File: config.mk
export PLATFORM = sky130hd
export DESIGN_NAME = pwm_config_and_sw_override
export DESIGN_NICKNAME = d
export VERILOG_FILES = /design/src/pwm_config_and_sw_override.v
export VERILOG_INCLUDE_DIRS = /design/src /design/src/src
export SDC_FILE = /design/constraint.sdc
export NUM_CORES = 1
export LEC_CHECK = 0
export ABC_CLOCK_PERIOD_IN_PS = 1800
export BUFFER_PORTS_ARGS = -buffer_cell sky130_fd_sc_hd__buf_2
export CORE_ASPECT_RATIO = 0.5
export CORE_UTILIZATION = 42
export CTS_BUF_LIST = sky130_fd_sc_hd__clkbuf_4 sky130_fd_sc_hd__clkbuf_8 sky130_fd_sc_hd__clkbuf_16
export DETAILED_ROUTE_END_ITERATION = 12
export PLACE_DENSITY = 0.87
export SLEW_MARGIN = 0
export SYNTH_ARGS = -nofsm -noshare
export SYNTH_HDL_FRONTEND = slang
export SYNTH_SLANG_ARGS = --single-unit
File: constraint.sdc
create_clock -name aclk -period 1.8 [get_ports aclk]
set_clock_uncertainty 0.15 [all_clocks]
set_input_delay 0 -clock aclk [delete_from_list [all_inputs] [get_ports aclk]]
set_output_delay 0 -clock aclk [all_outputs]
set_load 0.1 [all_outputs]
File: src/pwm_cfg_regs.vh
`ifndef PWM_CFG_REGS_VH
`define PWM_CFG_REGS_VH
// Register byte offsets.
`define OFS_CONFIG       8'h00
`define OFS_OVR_ENABLE   8'h04
`define OFS_OVR_LEVEL    8'h08
`define OFS_COMMUT       8'h0c
`define OFS_TB_LO        8'h20
`define OFS_TB_A_HI      8'h27
`define OFS_TB_BC_LO     8'h28
`define OFS_TB_BC_HI     8'h37
// Configuration field positions.
`define CFG_PROTECT      7
`define CFG_MULTI_TB     6
`define CFG_ALIGN_C      5
`define CFG_ALIGN_B      4
`define CFG_ALIGN_A      3
`define CFG_INDEP_C      2
// Commutation control field positions.
`define CMT_BUF_EN       0
// Reset values.
`define RST_CONFIG       8'h00
`define RST_OVR          6'h00
// AXI responses.
`define RESP_OKAY        2'b00
`define RESP_DECERR      2'b11
`endif

File: src/pwm_config_and_sw_override.v
`timescale 1ns/100ps
`default_nettype none
`include "pwm_cfg_regs.vh"
module pwm_config_and_sw_override #(
  parameter CHANNELS = 6
) (
  // Clock and reset.
  input  wire                aclk,
  input  wire                aresetn,
  // AXI4-Lite write address.
  input  wire [7:0]          s_axi_awaddr,
  input  wire                s_axi_awvalid,
  output wire                s_axi_awready,
  // AXI4-Lite write data.
  input  wire [31:0]         s_axi_wdata,
  input  wire [3:0]          s_axi_wstrb,
  input  wire                s_axi_wvalid,
  output wire                s_axi_wready,
  // AXI4-Lite write response.
  output reg  [1:0]          s_axi_bresp,
  output reg                 s_axi_bvalid,
  input  wire                s_axi_bready,
  // AXI4-Lite read address.
  input  wire [7:0]          s_axi_araddr,
  input  wire                s_axi_arvalid,
  output wire                s_axi_arready,
  // AXI4-Lite read data.
  output reg  [31:0]         s_axi_rdata,
  output reg  [1:0]          s_axi_rresp,
  output reg                 s_axi_rvalid,
  input  wire                s_axi_rready,
  // Generator side.
  input  wire [CHANNELS-1:0] gen_pwm,
  input  wire                pwm_cycle_start,
  input  wire                commutation_start,
  // Timebase window register port, owned by the counter logic.
  output wire                tb_wr_en,
  output wire [7:0]          tb_wr_addr,
  output wire [7:0]          tb_wr_data,
  input  wire [7:0]          tb_rd_data,
  // Configuration to the generators.
  output wire                multi_timebase_select,
  output wire                pair_a_edge,
  output wire                pair_b_edge,
  output wire                pair_c_edge,
  output wire                pair_c_independent,
  // Outputs to the gate driver.
  output reg  [CHANNELS-1:0] pwm_out
);

  reg  [7:0]          config_q;
  reg  [CHANNELS-1:0] ovr_buf_q;
  reg  [CHANNELS-1:0] ovr_act_q;
  reg  [CHANNELS-1:0] level_q;
  reg                 cmt_buf_q;
  reg  [7:0]          aw_addr_q;
  reg                 aw_have_q;
  reg  [31:0]         w_data_q;
  reg  [3:0]          w_strb_q;
  reg                 w_have_q;

  wire       protect = config_q[`CFG_PROTECT];
  wire       do_wr   = aw_have_q && w_have_q && !s_axi_bvalid;
  wire [7:0] wd      = w_data_q[7:0];
  wire       wlane   = w_strb_q[0];
  wire       in_tb_a  = (aw_addr_q >= `OFS_TB_LO) && (aw_addr_q <= `OFS_TB_A_HI);
  wire       in_tb_bc = (aw_addr_q >= `OFS_TB_BC_LO) && (aw_addr_q <= `OFS_TB_BC_HI);
  wire       wr_known = (aw_addr_q == `OFS_CONFIG) || (aw_addr_q == `OFS_OVR_ENABLE) ||
                        (aw_addr_q == `OFS_OVR_LEVEL) || (aw_addr_q == `OFS_COMMUT) ||
                        in_tb_a || in_tb_bc;
  wire       wr_ovr  = do_wr && wlane && (aw_addr_q == `OFS_OVR_ENABLE);

  assign s_axi_awready = !aw_have_q && !s_axi_bvalid;
  assign s_axi_wready  = !w_have_q && !s_axi_bvalid;
  assign s_axi_arready = !s_axi_rvalid;

  // Timebase window writes pass through; B/C space is closed under one timebase.
  assign tb_wr_en   = do_wr && wlane && (in_tb_a || (in_tb_bc && config_q[`CFG_MULTI_TB]));
  assign tb_wr_addr = aw_addr_q;
  assign tb_wr_data = wd;

  assign multi_timebase_select = config_q[`CFG_MULTI_TB];
  assign pair_a_edge        = config_q[`CFG_ALIGN_A];
  assign pair_b_edge        = config_q[`CFG_MULTI_TB] ? config_q[`CFG_ALIGN_B]
                                                      : config_q[`CFG_ALIGN_A];
  assign pair_c_edge        = config_q[`CFG_MULTI_TB] ? config_q[`CFG_ALIGN_C]
                                                      : config_q[`CFG_ALIGN_A];
  assign pair_c_independent = config_q[`CFG_INDEP_C];

  // Bus write side; address and data are latched separately in either order.
  always @(posedge aclk)
  begin
    if (!aresetn)
    begin
      aw_have_q    <= 1'b0;
      w_have_q     <= 1'b0;
      aw_addr_q    <= 8'h00;
      w_data_q     <= 32'h00000000;
      w_strb_q     <= 4'h0;
      s_axi_bvalid <= 1'b0;
      s_axi_bresp  <= `RESP_OKAY;
    end
    else
    begin
      if (s_axi_awvalid && s_axi_awready)
      begin
        aw_addr_q <= {s_axi_awaddr[7:2], 2'b00};
        aw_have_q <= 1'b1;
      end
      if (s_axi_wvalid && s_axi_wready)
      begin
        w_data_q <= s_axi_wdata;
        w_strb_q <= s_axi_wstrb;
        w_have_q <= 1'b1;
      end
      if (do_wr)
      begin
        aw_have_q    <= 1'b0;
        w_have_q     <= 1'b0;
        s_axi_bvalid <= 1'b1;
        // Protected writes still answer OKAY so drivers need no special path.
        s_axi_bresp  <= wr_known ? `RESP_OKAY : `RESP_DECERR;
      end
      else if (s_axi_bvalid && s_axi_bready)
        s_axi_bvalid <= 1'b0;
    end
  end

  // Registers; the protect bit is sticky and guards the configuration register only.
  always @(posedge aclk)
  begin
    if (!aresetn)
    begin
      config_q  <= `RST_CONFIG;
      cmt_buf_q <= 1'b0;
      level_q   <= `RST_OVR;
    end
    else if (do_wr && wlane)
    begin
      if (aw_addr_q == `OFS_CONFIG && !protect)
        config_q <= {wd[7:2], 2'b00};
      if (aw_addr_q == `OFS_COMMUT)
        cmt_buf_q <= wd[`CMT_BUF_EN];
      if (aw_addr_q == `OFS_OVR_LEVEL)
        level_q <= wd[CHANNELS-1:0];
    end
  end

  // Override enables. Buffered mode loads only at commutation start.
  // Unbuffered mode sets at once but releases at the PWM cycle start to avoid slivers.
  always @(posedge aclk)
  begin
    if (!aresetn)
    begin
      ovr_buf_q <= `RST_OVR;
      ovr_act_q <= `RST_OVR;
    end
    else
    begin
      if (wr_ovr)
        ovr_buf_q <= wd[CHANNELS-1:0];
      if (cmt_buf_q)
      begin
        if (commutation_start)
          ovr_act_q <= ovr_buf_q;
      end
      else if (wr_ovr)
        ovr_act_q <= ovr_act_q | wd[CHANNELS-1:0];
      else if (pwm_cycle_start)
        ovr_act_q <= ovr_buf_q;
    end
  end

  // Output mux; the pairing of enables is left to software.
  always @(posedge aclk)
  begin
    if (!aresetn)
      pwm_out <= `RST_OVR;
    else
      pwm_out <= (ovr_act_q & level_q) | (~ovr_act_q & gen_pwm);
  end

  // Read side.
  reg [31:0] rd_d;
  reg [1:0]  rresp_d;
  wire [7:0] ra = {s_axi_araddr[7:2], 2'b00};
  always @*
  begin
    rd_d    = 32'h00000000;
    rresp_d = `RESP_OKAY;
    if (ra == `OFS_CONFIG)
      rd_d[7:0] = config_q;
    else if (ra == `OFS_OVR_ENABLE)
      rd_d[CHANNELS-1:0] = ovr_buf_q;
    else if (ra == `OFS_OVR_LEVEL)
      rd_d[CHANNELS-1:0] = (ovr_act_q & level_q) | (~ovr_act_q & pwm_out);
    else if (ra == `OFS_COMMUT)
      rd_d[0] = cmt_buf_q;
    else if (ra >= `OFS_TB_LO && ra <= `OFS_TB_A_HI)
      rd_d[7:0] = tb_rd_data;
    else if (ra >= `OFS_TB_BC_LO && ra <= `OFS_TB_BC_HI)
      rd_d[7:0] = config_q[`CFG_MULTI_TB] ? tb_rd_data : 8'h00;
    else
      rresp_d = `RESP_DECERR;
  end

  always @(posedge aclk)
  begin
    if (!aresetn)
    begin
      s_axi_rvalid <= 1'b0;
      s_axi_rdata  <= 32'h00000000;
      s_axi_rresp  <= `RESP_OKAY;
    end
    else if (s_axi_arvalid && s_axi_arready)
    begin
      s_axi_rvalid <= 1'b1;
      s_axi_rdata  <= rd_d;
      s_axi_rresp  <= rresp_d;
    end
    else if (s_axi_rvalid && s_axi_rready)
      s_axi_rvalid <= 1'b0;
  end

endmodule // pwm_config_and_sw_override
`default_nettype wire

* Word-level counts from Yosys, hierarchy flattened
Index checks and enable logic that the tools add are counted.
W data, S select, Z words.
** Storage, ports and cells
- Register bits :: 62
- Input port bits :: 75
** Operators by class
- Magnitude comparators :: 8
- Eq/ne operators :: 7
- Mux-type cells :: 27
- Bitwise logic cells :: 8
- Reductions and logical operators :: 39
** Operators with widths (count)
- $mux W6 :: 6
- $ge A8 B6 Y1 const B :: 4
- $le A8 B6 Y1 const B :: 4
- $mux W8 :: 4
- $eq A6 B2 Y1 const B :: 4
- $and A6 B6 Y6 :: 3
- $logic_and A1 B1 Y1 :: 18
- $mux W2 :: 9
- $or A6 B6 Y6 :: 3
- $logic_not A8 Y1 :: 2
- $eq A6 B1 Y1 const B :: 2
- $reduce_and A2 Y1 :: 4
- $mux W1 :: 7
- $mux W7 :: 1
- $logic_or A1 B1 Y1 :: 6
- $not A6 Y6 :: 1
- $logic_not A1 Y1 :: 5
- $reduce_bool A2 Y1 :: 2
- $reduce_bool A3 Y1 :: 1
- $ne A2 B2 Y1 const B :: 1
- $reduce_or A2 Y1 :: 1
- $not A1 Y1 :: 1

* Depth between registers and ports, before layout
Gate-level depths: netlist of run 1.
- Depth in word-level cells :: 8
- Gate-level depth with buffers :: 6
- Gate-level depth less buffers :: 4

* Worst setup path after synthesis of run 1
Ideal clock, no wire load.
- Path kind :: register to output
- From :: register s_axi_bvalid
- To :: output port tb_wr_en
- Arrival :: 3.298 ns
- Required time :: 1.650 ns
- Path slack :: -1.648 ns
- Stages on the path, launching flop included :: 4
- Cell sequence :: dfxtp_1 -> and3b_1 -> nand3_1 -> nor3_1
** On the way
- Word-level cells in the longest chain between the ends :: 4
** RTL lines
- start: declaration :: line pwm_config_and_sw_override.v:21 : output reg s_axi_bvalid,
- start signal: assignment :: line pwm_config_and_sw_override.v:100 : s_axi_bvalid <= 1'b0;
- start signal: assignment :: line pwm_config_and_sw_override.v:120 : s_axi_bvalid <= 1'b1;
- start signal: assignment :: line pwm_config_and_sw_override.v:125 : s_axi_bvalid <= 1'b0;
- $logic_not A1 Y1 :: line pwm_config_and_sw_override.v:63 : wire do_wr = aw_have_q && w_have_q && !s_axi_bvalid;
- $logic_and A1 B1 Y1 :: line pwm_config_and_sw_override.v:63
- $logic_and A1 B1 Y1 (2 in series) :: line pwm_config_and_sw_override.v:78 : assign tb_wr_en = do_wr && wlane && (in_tb_a || (in_tb_bc && config_q[`CFG_MULTI_TB]));
- end: declaration :: line pwm_config_and_sw_override.v:37 : output wire tb_wr_en,
No other way between the ends.

* Worst setup path after layout of run 1
- From :: register aw_addr_q[6], in the netlist tb_wr_addr[6]
- To :: register ovr_buf_q[2]
** On the way
- Word-level cells in the longest chain between the ends :: 2
** RTL lines
- start: declaration :: line pwm_config_and_sw_override.v:56 : reg [7:0] aw_addr_q;
- start signal: assignment :: line pwm_config_and_sw_override.v:107 : aw_addr_q <= {s_axi_awaddr[7:2], 2'b00};
- $eq A6 B1 Y1 (no source line)
- $logic_and A1 B1 Y1 :: line pwm_config_and_sw_override.v:71 : wire wr_ovr = do_wr && wlane && (aw_addr_q == `OFS_OVR_ENABLE);
- end signal: assignment :: line pwm_config_and_sw_override.v:155 : ovr_buf_q <= `RST_OVR;
- end signal: assignment :: line pwm_config_and_sw_override.v:161 : ovr_buf_q <= wd[CHANNELS-1:0];
- end: declaration :: line pwm_config_and_sw_override.v:52 : reg [CHANNELS-1:0] ovr_buf_q;
No other way between the ends.
A chain may end at the register's enable or synchronous reset.

==> impl_metrics.toml, run 1 <==
[status]
status = "finished, violations left"
violations = "setup timing"

[synth]
synth-edff-count = 0
ys_seq_area_share_pct = 40.6
synth_area_per_cell_sq_um = 9.37
async_reset_ff_share_pct = 0
synthDistinctLibCells = 44
synth_area_sq_um = 2960
yosysWarnings = 0
synthesis.instances = 316
synth_ff_type = "dfxtp_1"
synth-seq-cells = 60

[clock_tree]
cts_buffers = 9
path_clk_slew_ns = 0.05
root_buffer = "clkbuf_16"
h-tree-depth = 3
cts_tree = "built"
worstSkewPairLatency_ns = 0.33
clock-sinks = 60
clk_path_buf_depth = 2

[grt]
grt_pass1_wl_mm = 16.0
top_usage_layer = "met2"
grt_max_degree = 26
grt_use_total_pct = 29.3
use_met3_pct = 10.3
first_global_vias = 2979
grt_use_met1_pct = 33.9
antenna_found_initial = 1
grtUsageMet2_pct = 46.1
overflow = 0

[route]
drc_errors = 0
wl_mm = 11.6
antenna_left = 0
wl_per_cell_um = 20.5
vias_per_cell = 5.87
drtIter0Drc = 346
vias = 3308
first_pass_iters = 8

[worst_setup_path]
r2r_setup_slack_ns = -0.24
crit_type = "register to register"
critical_path.endpoint_type = "register"
start_kind = "register"
worstPathRequired_ns = 1.85
r2r-start = "tb_wr_addr[6]"
cp.arrival_ns = 2.09
reg2reg_to = "ovr_buf_q[2]"
crit_fanout = 6
ff2ff_path_depth = 4

[sta]
hold_violations = 0
period_needed_ns = 2.04
holdWs_ns = 0.111
rsz0062_at_grt = "yes"
worstMarginPinSlew_ns = 0.726
slew_violations = 0
layout_setup_ws_ns = -0.237
fmax_mhz = 491
finalCritPeriodShare_pct = 113
max_slew_margin_pct = 50.2
finalSetupViolCount = 25

[hold_path]
min_path_type = "input port to register"
hold_path_end = "s_axi_rdata[3]"
hold_path_startpoint = "s_axi_araddr[2]"
hold-path-cell-count = 4

[die]
std_cell_rows = 21
die-height_um = 61.4
coreArea_sq_um = 6750
die_area_sq_um = 7410
ioPinCount = 144
die_w_um = 121
start_util_pct = 43.9

[placement]
post-place-ws_ns = -0.148
gp_congestion = 0.901
dpl-instance-area_sq_um = 3590
dpl.hpwl_mm = 5.42
io_buffers = 86

[pwr]
peakVddDrop_mv = 0.495
p_leak_nw = 1.95
p_per_area_nw_per_um2 = 968
p_total_mw = 4.32

[finish]
drive_above_1_share_pct = 37.6
layout.nets = 541
num-fill-cells = 428
area_growth_pct = 50.7
design_area_sq_um = 4460

[run]
drv_cap = 0
## worst max-delay path, cell delays in order, from the launching register on
cell and delay (ns):
dfxtp_4 0.34, or3b_4 0.44, or4b_4 0.60, mux2i_1 0.26, nor2b_1 0.12
## per-stage QoR
stage / setup TNS [ns] / std cells / utilization (%)
after detailed placement: -2.09 / 501 / 53.1
after global placement: -1.49 / 501 / 53.1
after global routing: -4.27 / 564 / 66.1
final: -3.63 / 564 / 66.1
after floorplan: -5.81 / 341 / -
after CTS: -1.85 / 563 / 64.9
## logic make-up (layout without fill, tap and decap cells)
family,count (synthesis),in the layout,synth area share [%]
other cells,1,27,0.127
compound gates,60,60,13.5
mux,44,44,15.0
simple gates,104,104,21.0
buf+inv,47,177,9.93
flops,60,60,40.6
## worst max path at each step
stage                              from      endpoint  slack, ns  cells past startpoint
after floorplan           tb_wr_addr[2]  ovr_act_q[2]      -0.32                      4
final                     tb_wr_addr[6]  ovr_buf_q[2]      -0.24                      4
after detailed placement  tb_wr_addr[6]  ovr_buf_q[2]      -0.15                      5
after global placement    tb_wr_addr[6]  ovr_act_q[0]      -0.11                      3
after CTS                 tb_wr_addr[7]  ovr_buf_q[5]      -0.17                      5
after global routing      tb_wr_addr[6]    level_q[2]      -0.30                      6
## synth_stat cells, drive strengths merged, types with 2 or more instances
library cell,n,share of area [%]
nor2b,43,9.1
mux2i,42,14
clkbuf,11,1.4
a221oi,2,0.59
o211a,3,1.0
nor3b,2,0.68
buf,31,7.9
or4b,2,0.68
a2111oi,4,1.2
o311a,6,2.0
or3b,2,0.68
a21oi,13,2.2
or4,3,0.93
nand2b,2,0.42
inv,5,0.63
nor2,26,3.3
a211oi,2,0.51
mux2,2,0.76
nand3,2,0.34
nor3,4,0.68
dfxtp,60,41
nand2,10,1.3
nor4,3,1.6
a31oi,6,1.3
o21ai,18,3.0
## sequential cells by signal, summed over array words and instances (netlist names), 6 cells and up
| register | count |
|---|---|
| w_data_q | 8 |
| ovr_buf_q | 6 |
| pwm_out | 6 |
| config_q | 6 |
| level_q | 6 |
| s_axi_rdata | 8 |
| ovr_act_q | 6 |
| tb_wr_addr | 6 |
## metal layers
| metal | part of all wire (%) | wire (um) | vias to the layer above |
|---|---|---|---|
| met4 | 7.7 | 897 | 0 |
| met5 | 0 | 0 | - |
| li1 | - | - | 1373 |
| met2 | 44 | 5090 | 320 |
| met3 | 11 | 1230 | 105 |
| met1 | 38 | 4360 | 1510 |
## report_power, final
group | switching (mW) | internal [mW]
Combinational | 0.920 | 0.291
Clock | 0.599 | 1.05
Sequential | 0.0725 | 1.39
## placed cells by master (no fill, tap or decap), types with 2 or more instances in the layout
cell and count:
clkinv_2 2, conb_1 26, dfxtp_2 9, clkbuf_4 3
nor3_1 2, a221oi_1 2, o211a_1 3, a31oi_1 6
dfxtp_4 7, mux2_2 2, nor2_1 24, or4b_4 2
mux2i_1 35, dfxtp_1 44, o21ai_0 17, clkbuf_8 2
a21oi_1 13, nor2b_1 42, or3b_4 2, buf_6 8
or4_4 3, buf_2 85, a211oi_1 2, clkbuf_16 9
nor4_4 2, nor2_2 2, inv_1 4, nand2b_1 2
a2111oi_2 2, o311a_1 6, nand2_1 9, buf_4 18
dlygate4sd3_1 44, mux2i_2 7
## final cells by class
type,instances,area [sq um],area share (%)
clock inverters,2,10.0,0.224
clock buffers,14,275,6.17
well taps,92,115,2.58
inverters,5,22.5,0.505
repair buffers,156,1110,24.9
multi-input cells,234,1690,37.8
diodes,1,2.50,0.0561
flip-flops and latches,60,1240,27.8
## repair_timing
| action | CTS | global route |
|---|---|---|
| pin swaps | 6 | 4 |
| gates resized for setup | 14 | 23 |
| hold buffers | 45 | 0 |
| setup endpoints to repair | 24 | 32 |
| endpoints found under the hold margin | 38 | 0 |
| setup buffers | 1 | 2 |
Note: power is estimated with default switching activity, not from simulation.
==> inputs of run 2 (changes only) <==
--- a/config.mk
+++ b/config.mk
@@ -8,7 +8,6 @@
 export LEC_CHECK = 0
 export ABC_CLOCK_PERIOD_IN_PS = 1800
 export BUFFER_PORTS_ARGS = -buffer_cell sky130_fd_sc_hd__buf_2
-export CORE_ASPECT_RATIO = 0.5
 export CORE_UTILIZATION = 42
 export CTS_BUF_LIST = sky130_fd_sc_hd__clkbuf_4 sky130_fd_sc_hd__clkbuf_8 sky130_fd_sc_hd__clkbuf_16
 export DETAILED_ROUTE_END_ITERATION = 12
==> impl_metrics.toml, run 2 (synthesis gave the netlist of run 1 again) <==
[status]
status = "finished, violations left"
violations = "setup timing"

[run]
drv_cap = 0

[route]
wl_met1_mm = 3.65
met3_length_um = 587
first_pass_iters = 4
antenna_left = 0
wl_mm = 8.36
met2_length_mm = 3.92
drc_errors = 0
vias_per_cell = 5.02
drtIter0Drc = 137
vias = 2868
wl_per_cell_um = 14.6
top_layer_used = "met4"

[worst_setup_path]
reg2reg_to = "ovr_act_q[5]"
crit_fanout = 6
worstPathRequired_ns = 1.87
r2r-start = "tb_wr_addr[4]"
r2r_setup_slack_ns = -0.14
cp.arrival_ns = 2.01
start_kind = "register"
crit_type = "register to register"
ff2ff_path_depth = 3
critical_path.endpoint_type = "register"

[finish]
layout.nets = 545
instances_no_fill = 571
mostFrequentLayoutCells = "buf_2, dlygate4sd3_1, dfxtp_1"
num-fill-cells = 554
drive_above_1_share_pct = 35.2
layout_commonest_cell = "buf_2"
area_growth_pct = 46.2
diodes = 0
reg_top3 = "s_axi_rdata: 8 flops, w_data_q: 8 flops"

[grt]
overflow = 0
grt_max_degree = 41
grt_use_total_pct = 23.4
grt_pass1_wl_mm = 13.3
first_global_vias = 2762
antenna_found_initial = 0

[pwr]
p_per_area_nw_per_um2 = 851
power_switching_mw = 1.45
peakVddDrop_mv = 0.391
combPwrFrac_pct = 31.7
p_total_mw = 3.69
swShare_pct = 39.4
power_frac_seq_pct = 39.2
clkPwrFrac_pct = 29.1
p_int_mw = 2.23
p_leak_nw = 1.92

[sta]
period_needed_ns = 1.94
fmax_mhz = 516
slew_violations = 0
rsz0062_at_grt = "yes"
finalSetupViolCount = 23
max_slew_margin_pct = 66.1
hold_violations = 0
worstMarginPinSlew_ns = 0.495
layout_setup_ws_ns = -0.140
holdWs_ns = 0.0909
fin_tns_setup_ns = -1.71
finalCritPeriodShare_pct = 108

[placement]
dpl.hpwl_mm = 5.45
place_inst = 506
gp_congestion = 0.777
io_buffers = 86
post-place-ws_ns = -0.131

[die]
die-height_um = 86.0
die_area_sq_um = 7390
std_cell_rows = 30
start_util_pct = 43.6
coreArea_sq_um = 6790
ioPinCount = 144
die_w_um = 86.0

[clock_tree]
clk_path_buf_depth = 2
root_buffer = "clkbuf_8"
worstSkewPairLatency_ns = 0.35
cts_buffers = 9
clock-sinks = 60
cts_tree = "built"
h-tree-depth = 3
path_clk_slew_ns = 0.07

[hold_path]
min_path_type = "input port to register"
hold-path-cell-count = 5
hold_path_end = "s_axi_rdata[3]"
hold_path_startpoint = "s_axi_araddr[3]"
==> run 2: power by group through the flow <==
stage,sequential [mW],clock [mW],combinational (mW)
2_1_floorplan,1.80,0,0.569
3_3_place_gp,1.47,0,1.05
3_5_place_dp,1.47,0,1.06
4_1_cts,1.44,1.08,1.15
5_1_grt,1.45,1.16,1.21
6_report,1.44,1.07,1.17
==> run 2: layer usage <==
| metal | vias up | global-route usage, % |
|---|---|---|
| li1 | 1373 | - |
| met4 | 0 | 12.1 |
| met3 | 16 | 6.45 |
| met2 | 134 | 37.4 |
| met1 | 1345 | 28.7 |
| met5 | - | 0 |
==> run 2: timing repair <==
item | in CTS | in global routing
gates resized for setup | 10 | 8
endpoints found under the hold margin | 37 | 0
cloned | 1 | 0
pin swaps | 5 | 2
hold buffers | 46 | 0
setup buffers | 3 | 0
setup endpoints to repair | 24 | 27
==> run 2: worst max-delay path by stage <==
| stage | start | to | slack, ns | cells after the start |
|---|---|---|---|---|
| after CTS | tb_wr_addr[4] | ovr_act_q[5] | -0.13 | 3 |
| after detailed placement | tb_wr_addr[2] | config_q[4] | -0.13 | 5 |
| after global routing | tb_wr_addr[4] | ovr_act_q[5] | -0.16 | 3 |
| after global placement | tb_wr_addr[6] | ovr_act_q[2] | -0.09 | 3 |
| final | tb_wr_addr[4] | ovr_act_q[5] | -0.14 | 3 |
| after floorplan | tb_wr_addr[2] | ovr_act_q[2] | -0.32 | 4 |
==> run 2: final cells by class <==
type                    instances  area, sq um  area share, %
inverters                       5         22.5          0.520
clock inverters                 3         15.0          0.347
flip-flops and latches         60         1240           28.6
well taps                      96          120           2.77
multi-input cells             235         1640           37.9
repair buffers                159         1140           26.3
clock buffers                  13          154           3.55
==> run 2: worst max-delay path: stages (launching register included) <==
cell and delay, ns:
dfxtp_4 0.34, or4b_4 0.52, or4_4 0.49, o311a_1 0.32
==> run 2: per-stage QoR <==
stage	area [sq um]	util, %
6_report	4330	63.7
5_1_grt	4330	63.7
4_1_cts	4310	63.4
3_5_place_dp	3610	53.2
3_3_place_gp	3610	53.2
2_1_floorplan	3130	-
==> inputs of run 3 (changes only) <==
--- a/config.mk
+++ b/config.mk
@@ -6,12 +6,14 @@
 export SDC_FILE = /design/constraint.sdc
 export NUM_CORES = 1
 export LEC_CHECK = 0
+export ABC_AREA = 1
 export ABC_CLOCK_PERIOD_IN_PS = 1800
 export BUFFER_PORTS_ARGS = -buffer_cell sky130_fd_sc_hd__buf_2
-export CORE_UTILIZATION = 42
+export CORE_MARGIN = 2
+export CORE_UTILIZATION = 41
 export CTS_BUF_LIST = sky130_fd_sc_hd__clkbuf_4 sky130_fd_sc_hd__clkbuf_8 sky130_fd_sc_hd__clkbuf_16
 export DETAILED_ROUTE_END_ITERATION = 12
-export PLACE_DENSITY = 0.87
+export PLACE_DENSITY = 0.86
 export SLEW_MARGIN = 0
 export SYNTH_ARGS = -nofsm -noshare
 export SYNTH_HDL_FRONTEND = slang
==> impl_metrics.toml, run 3 <==
[synth]
synthesis.instances = 395
synth-edff-count = 0
yosysWarnings = 0
async_reset_ff_share_pct = 0
yosys-top-cells-count = "dfxtp_1, nand2_1, nor2_1"
synthDistinctLibCells = 27
synth_area_per_cell_sq_um = 7.21
synth_area_sq_um = 2850
synth-seq-cells = 60
synth_ff_type = "dfxtp_1"
synthMostInstantiatedCell = "dfxtp_1"
synthTopCellsByArea = "dfxtp_1, a21oi_1, nand2_1, buf_4, nor2_1"
synth_top_area_cell = "dfxtp_1"
ys_seq_area_share_pct = 42.2
synth_top_area_share_pct = 42.2

[grt]
overflow = 0
grt_max_degree = 26
first_global_vias = 2826
grt_pass1_wl_mm = 12.8
grt_use_total_pct = 21.7
antenna_found_initial = 0

[pwr]
p_leak_nw = 1.92
clkPwrFrac_pct = 31.1
p_total_mw = 3.85
power_frac_seq_pct = 38.1
p_int_mw = 2.31
swShare_pct = 39.9
peakVddDrop_mv = 0.632
power_switching_mw = 1.53
p_per_area_nw_per_um2 = 933
combPwrFrac_pct = 30.8

[die]
ioPinCount = 144
start_util_pct = 42.1
die_area_sq_um = 7620
std_cell_rows = 30
die_w_um = 87.3
die-height_um = 87.3
coreArea_sq_um = 6760

[sta]
fmax_mhz = 568
rsz0062_at_grt = "yes"
period_needed_ns = 1.76
finalSetupViolCount = 0
fin_tns_setup_ns = 0
slew_violations = 0
finalCritPeriodShare_pct = 97.7
holdWs_ns = 0.0265
hold_violations = 0

[clock_tree]
cts_buffers = 9
worstSkewPairLatency_ns = 0.34
h-tree-depth = 3
cts_tree = "built"
clk_path_buf_depth = 2
root_buffer = "clkbuf_8"
clock-sinks = 60
path_clk_slew_ns = 0.07

[status]
status = "finished clean"

[route]
drc_errors = 0
wl_per_cell_um = 13.1
antenna_left = 0
first_pass_iters = 4
vias = 3051
vias_per_cell = 4.88
wl_mm = 8.18
drtIter0Drc = 141

[worst_setup_path]
start_kind = "register"
worstPathRequired_ns = 1.65
crit_buf_inv = 1
cp.arrival_ns = 1.61
worstPathCellList = "nor2_4 > nand4_1 > or2_1 > a21oi_4 > buf_12"
crit_type = "register to output port"
crit_path_top_delay_cell = "dfxtp_4"
slowest_delay_ns = 0.35
crit_family = "simple AND/OR/NAND/NOR gates"
critical_path.endpoint_type = "output port"
crit_fanout = 4

[finish]
area_growth_pct = 44.7
drive_above_1_share_pct = 27.2
layout_commonest_cell = "buf_2"
num-fill-cells = 602
mostFrequentLayoutCells = "buf_2, nand2_1, dlygate4sd3_1"
instances_no_fill = 625
layout.nets = 615
reg_top3 = "s_axi_rdata: 8 flops, w_data_q: 8 flops"
diodes = 0

[placement]
io_buffers = 86
dpl.hpwl_mm = 5.50
place_inst = 553
gp_congestion = 0.935

[run]
drv_cap = 0

[hold_path]
min_path_type = "input port to register"
-- run 3: timing repair --
action                                 in CTS  in global routing
hold buffers                               53                  0
endpoints found under the hold margin      33                  0
buffers inserted                            0                  3
setup endpoints to repair                   0                  7
gates resized for setup                     0                  5
-- run 3: logic make-up (layout without fill, tap and decap cells) --
group | after synthesis | count (layout) | synth area share, %
simple gates | 154 | 154 | 25.3
flops | 60 | 60 | 42.2
compound gates | 107 | 107 | 19.0
buf+inv | 73 | 198 | 13.4
other cells | 1 | 26 | 0.132
-- run 3: per-layer routing --
metal | vias up | GRT usage, % | part of all wire, %
met3 | 18 | 4.83 | 6.2
met4 | 0 | 11.3 | 2.5
met1 | 1373 | 26.2 | 43
met5 | - | 0 | 0
li1 | 1534 | - | -
met2 | 126 | 36.0 | 48
-- run 3: cell type report --
class                      instances  area [sq um]  area share (%)
sequential                        60          1230            29.9
clock buffer                      13           184            4.46
inverter                          37           144            3.49
timing repair buffer             145          1020            24.8
multi-input combinational        287          1420            34.5
tap                               80           100            2.43
clock inverter                     3          17.5           0.425
-- run 3: final timing paths --
| kind | from | end | slack, ns | cells after the start |
|---|---|---|---|---|
| setup reg to reg | s_axi_bvalid | w_data_q[4] | 0.10 | 5 |
| setup / recovery | tb_wr_addr[6] | tb_wr_en | 0.04 | 5 |
| hold / removal | commutation_start | ovr_act_q[5] | 0.03 | 6 |
| hold reg to reg | s_axi_rdata[0] | s_axi_rdata[0] | 0.32 | 2 |
-- run 3: power groups by stage --
stage	logic [mW]	clock network [mW]	registers, mW
after global placement	1.05	0	1.49
after floorplan	0.593	0	1.83
after CTS	1.16	1.21	1.46
after detailed placement	1.06	0	1.49
after global routing	1.24	1.27	1.47
final	1.18	1.20	1.46
-- run 3: through the flow --
stage | instance area, sq um | worst slack (ns) | util (%)
4_1_cts | 4090 | 0.0162 | 60.5
3_3_place_gp | 3360 | 0.223 | 49.7
6_report | 4120 | 0.0408 | 61.0
2_1_floorplan | 3040 | -0.186 | -
3_5_place_dp | 3360 | 0.172 | 49.7
5_1_grt | 4120 | -0.0255 | 61.0
-- run 3: tightest hold or removal path: stages --
cell and delay (ns):
buf_2 0.08, nand2_1 0.04, nand2_1 0.09, nand2_2 0.10, o21ai_1 0.13, nor2_1 0.05
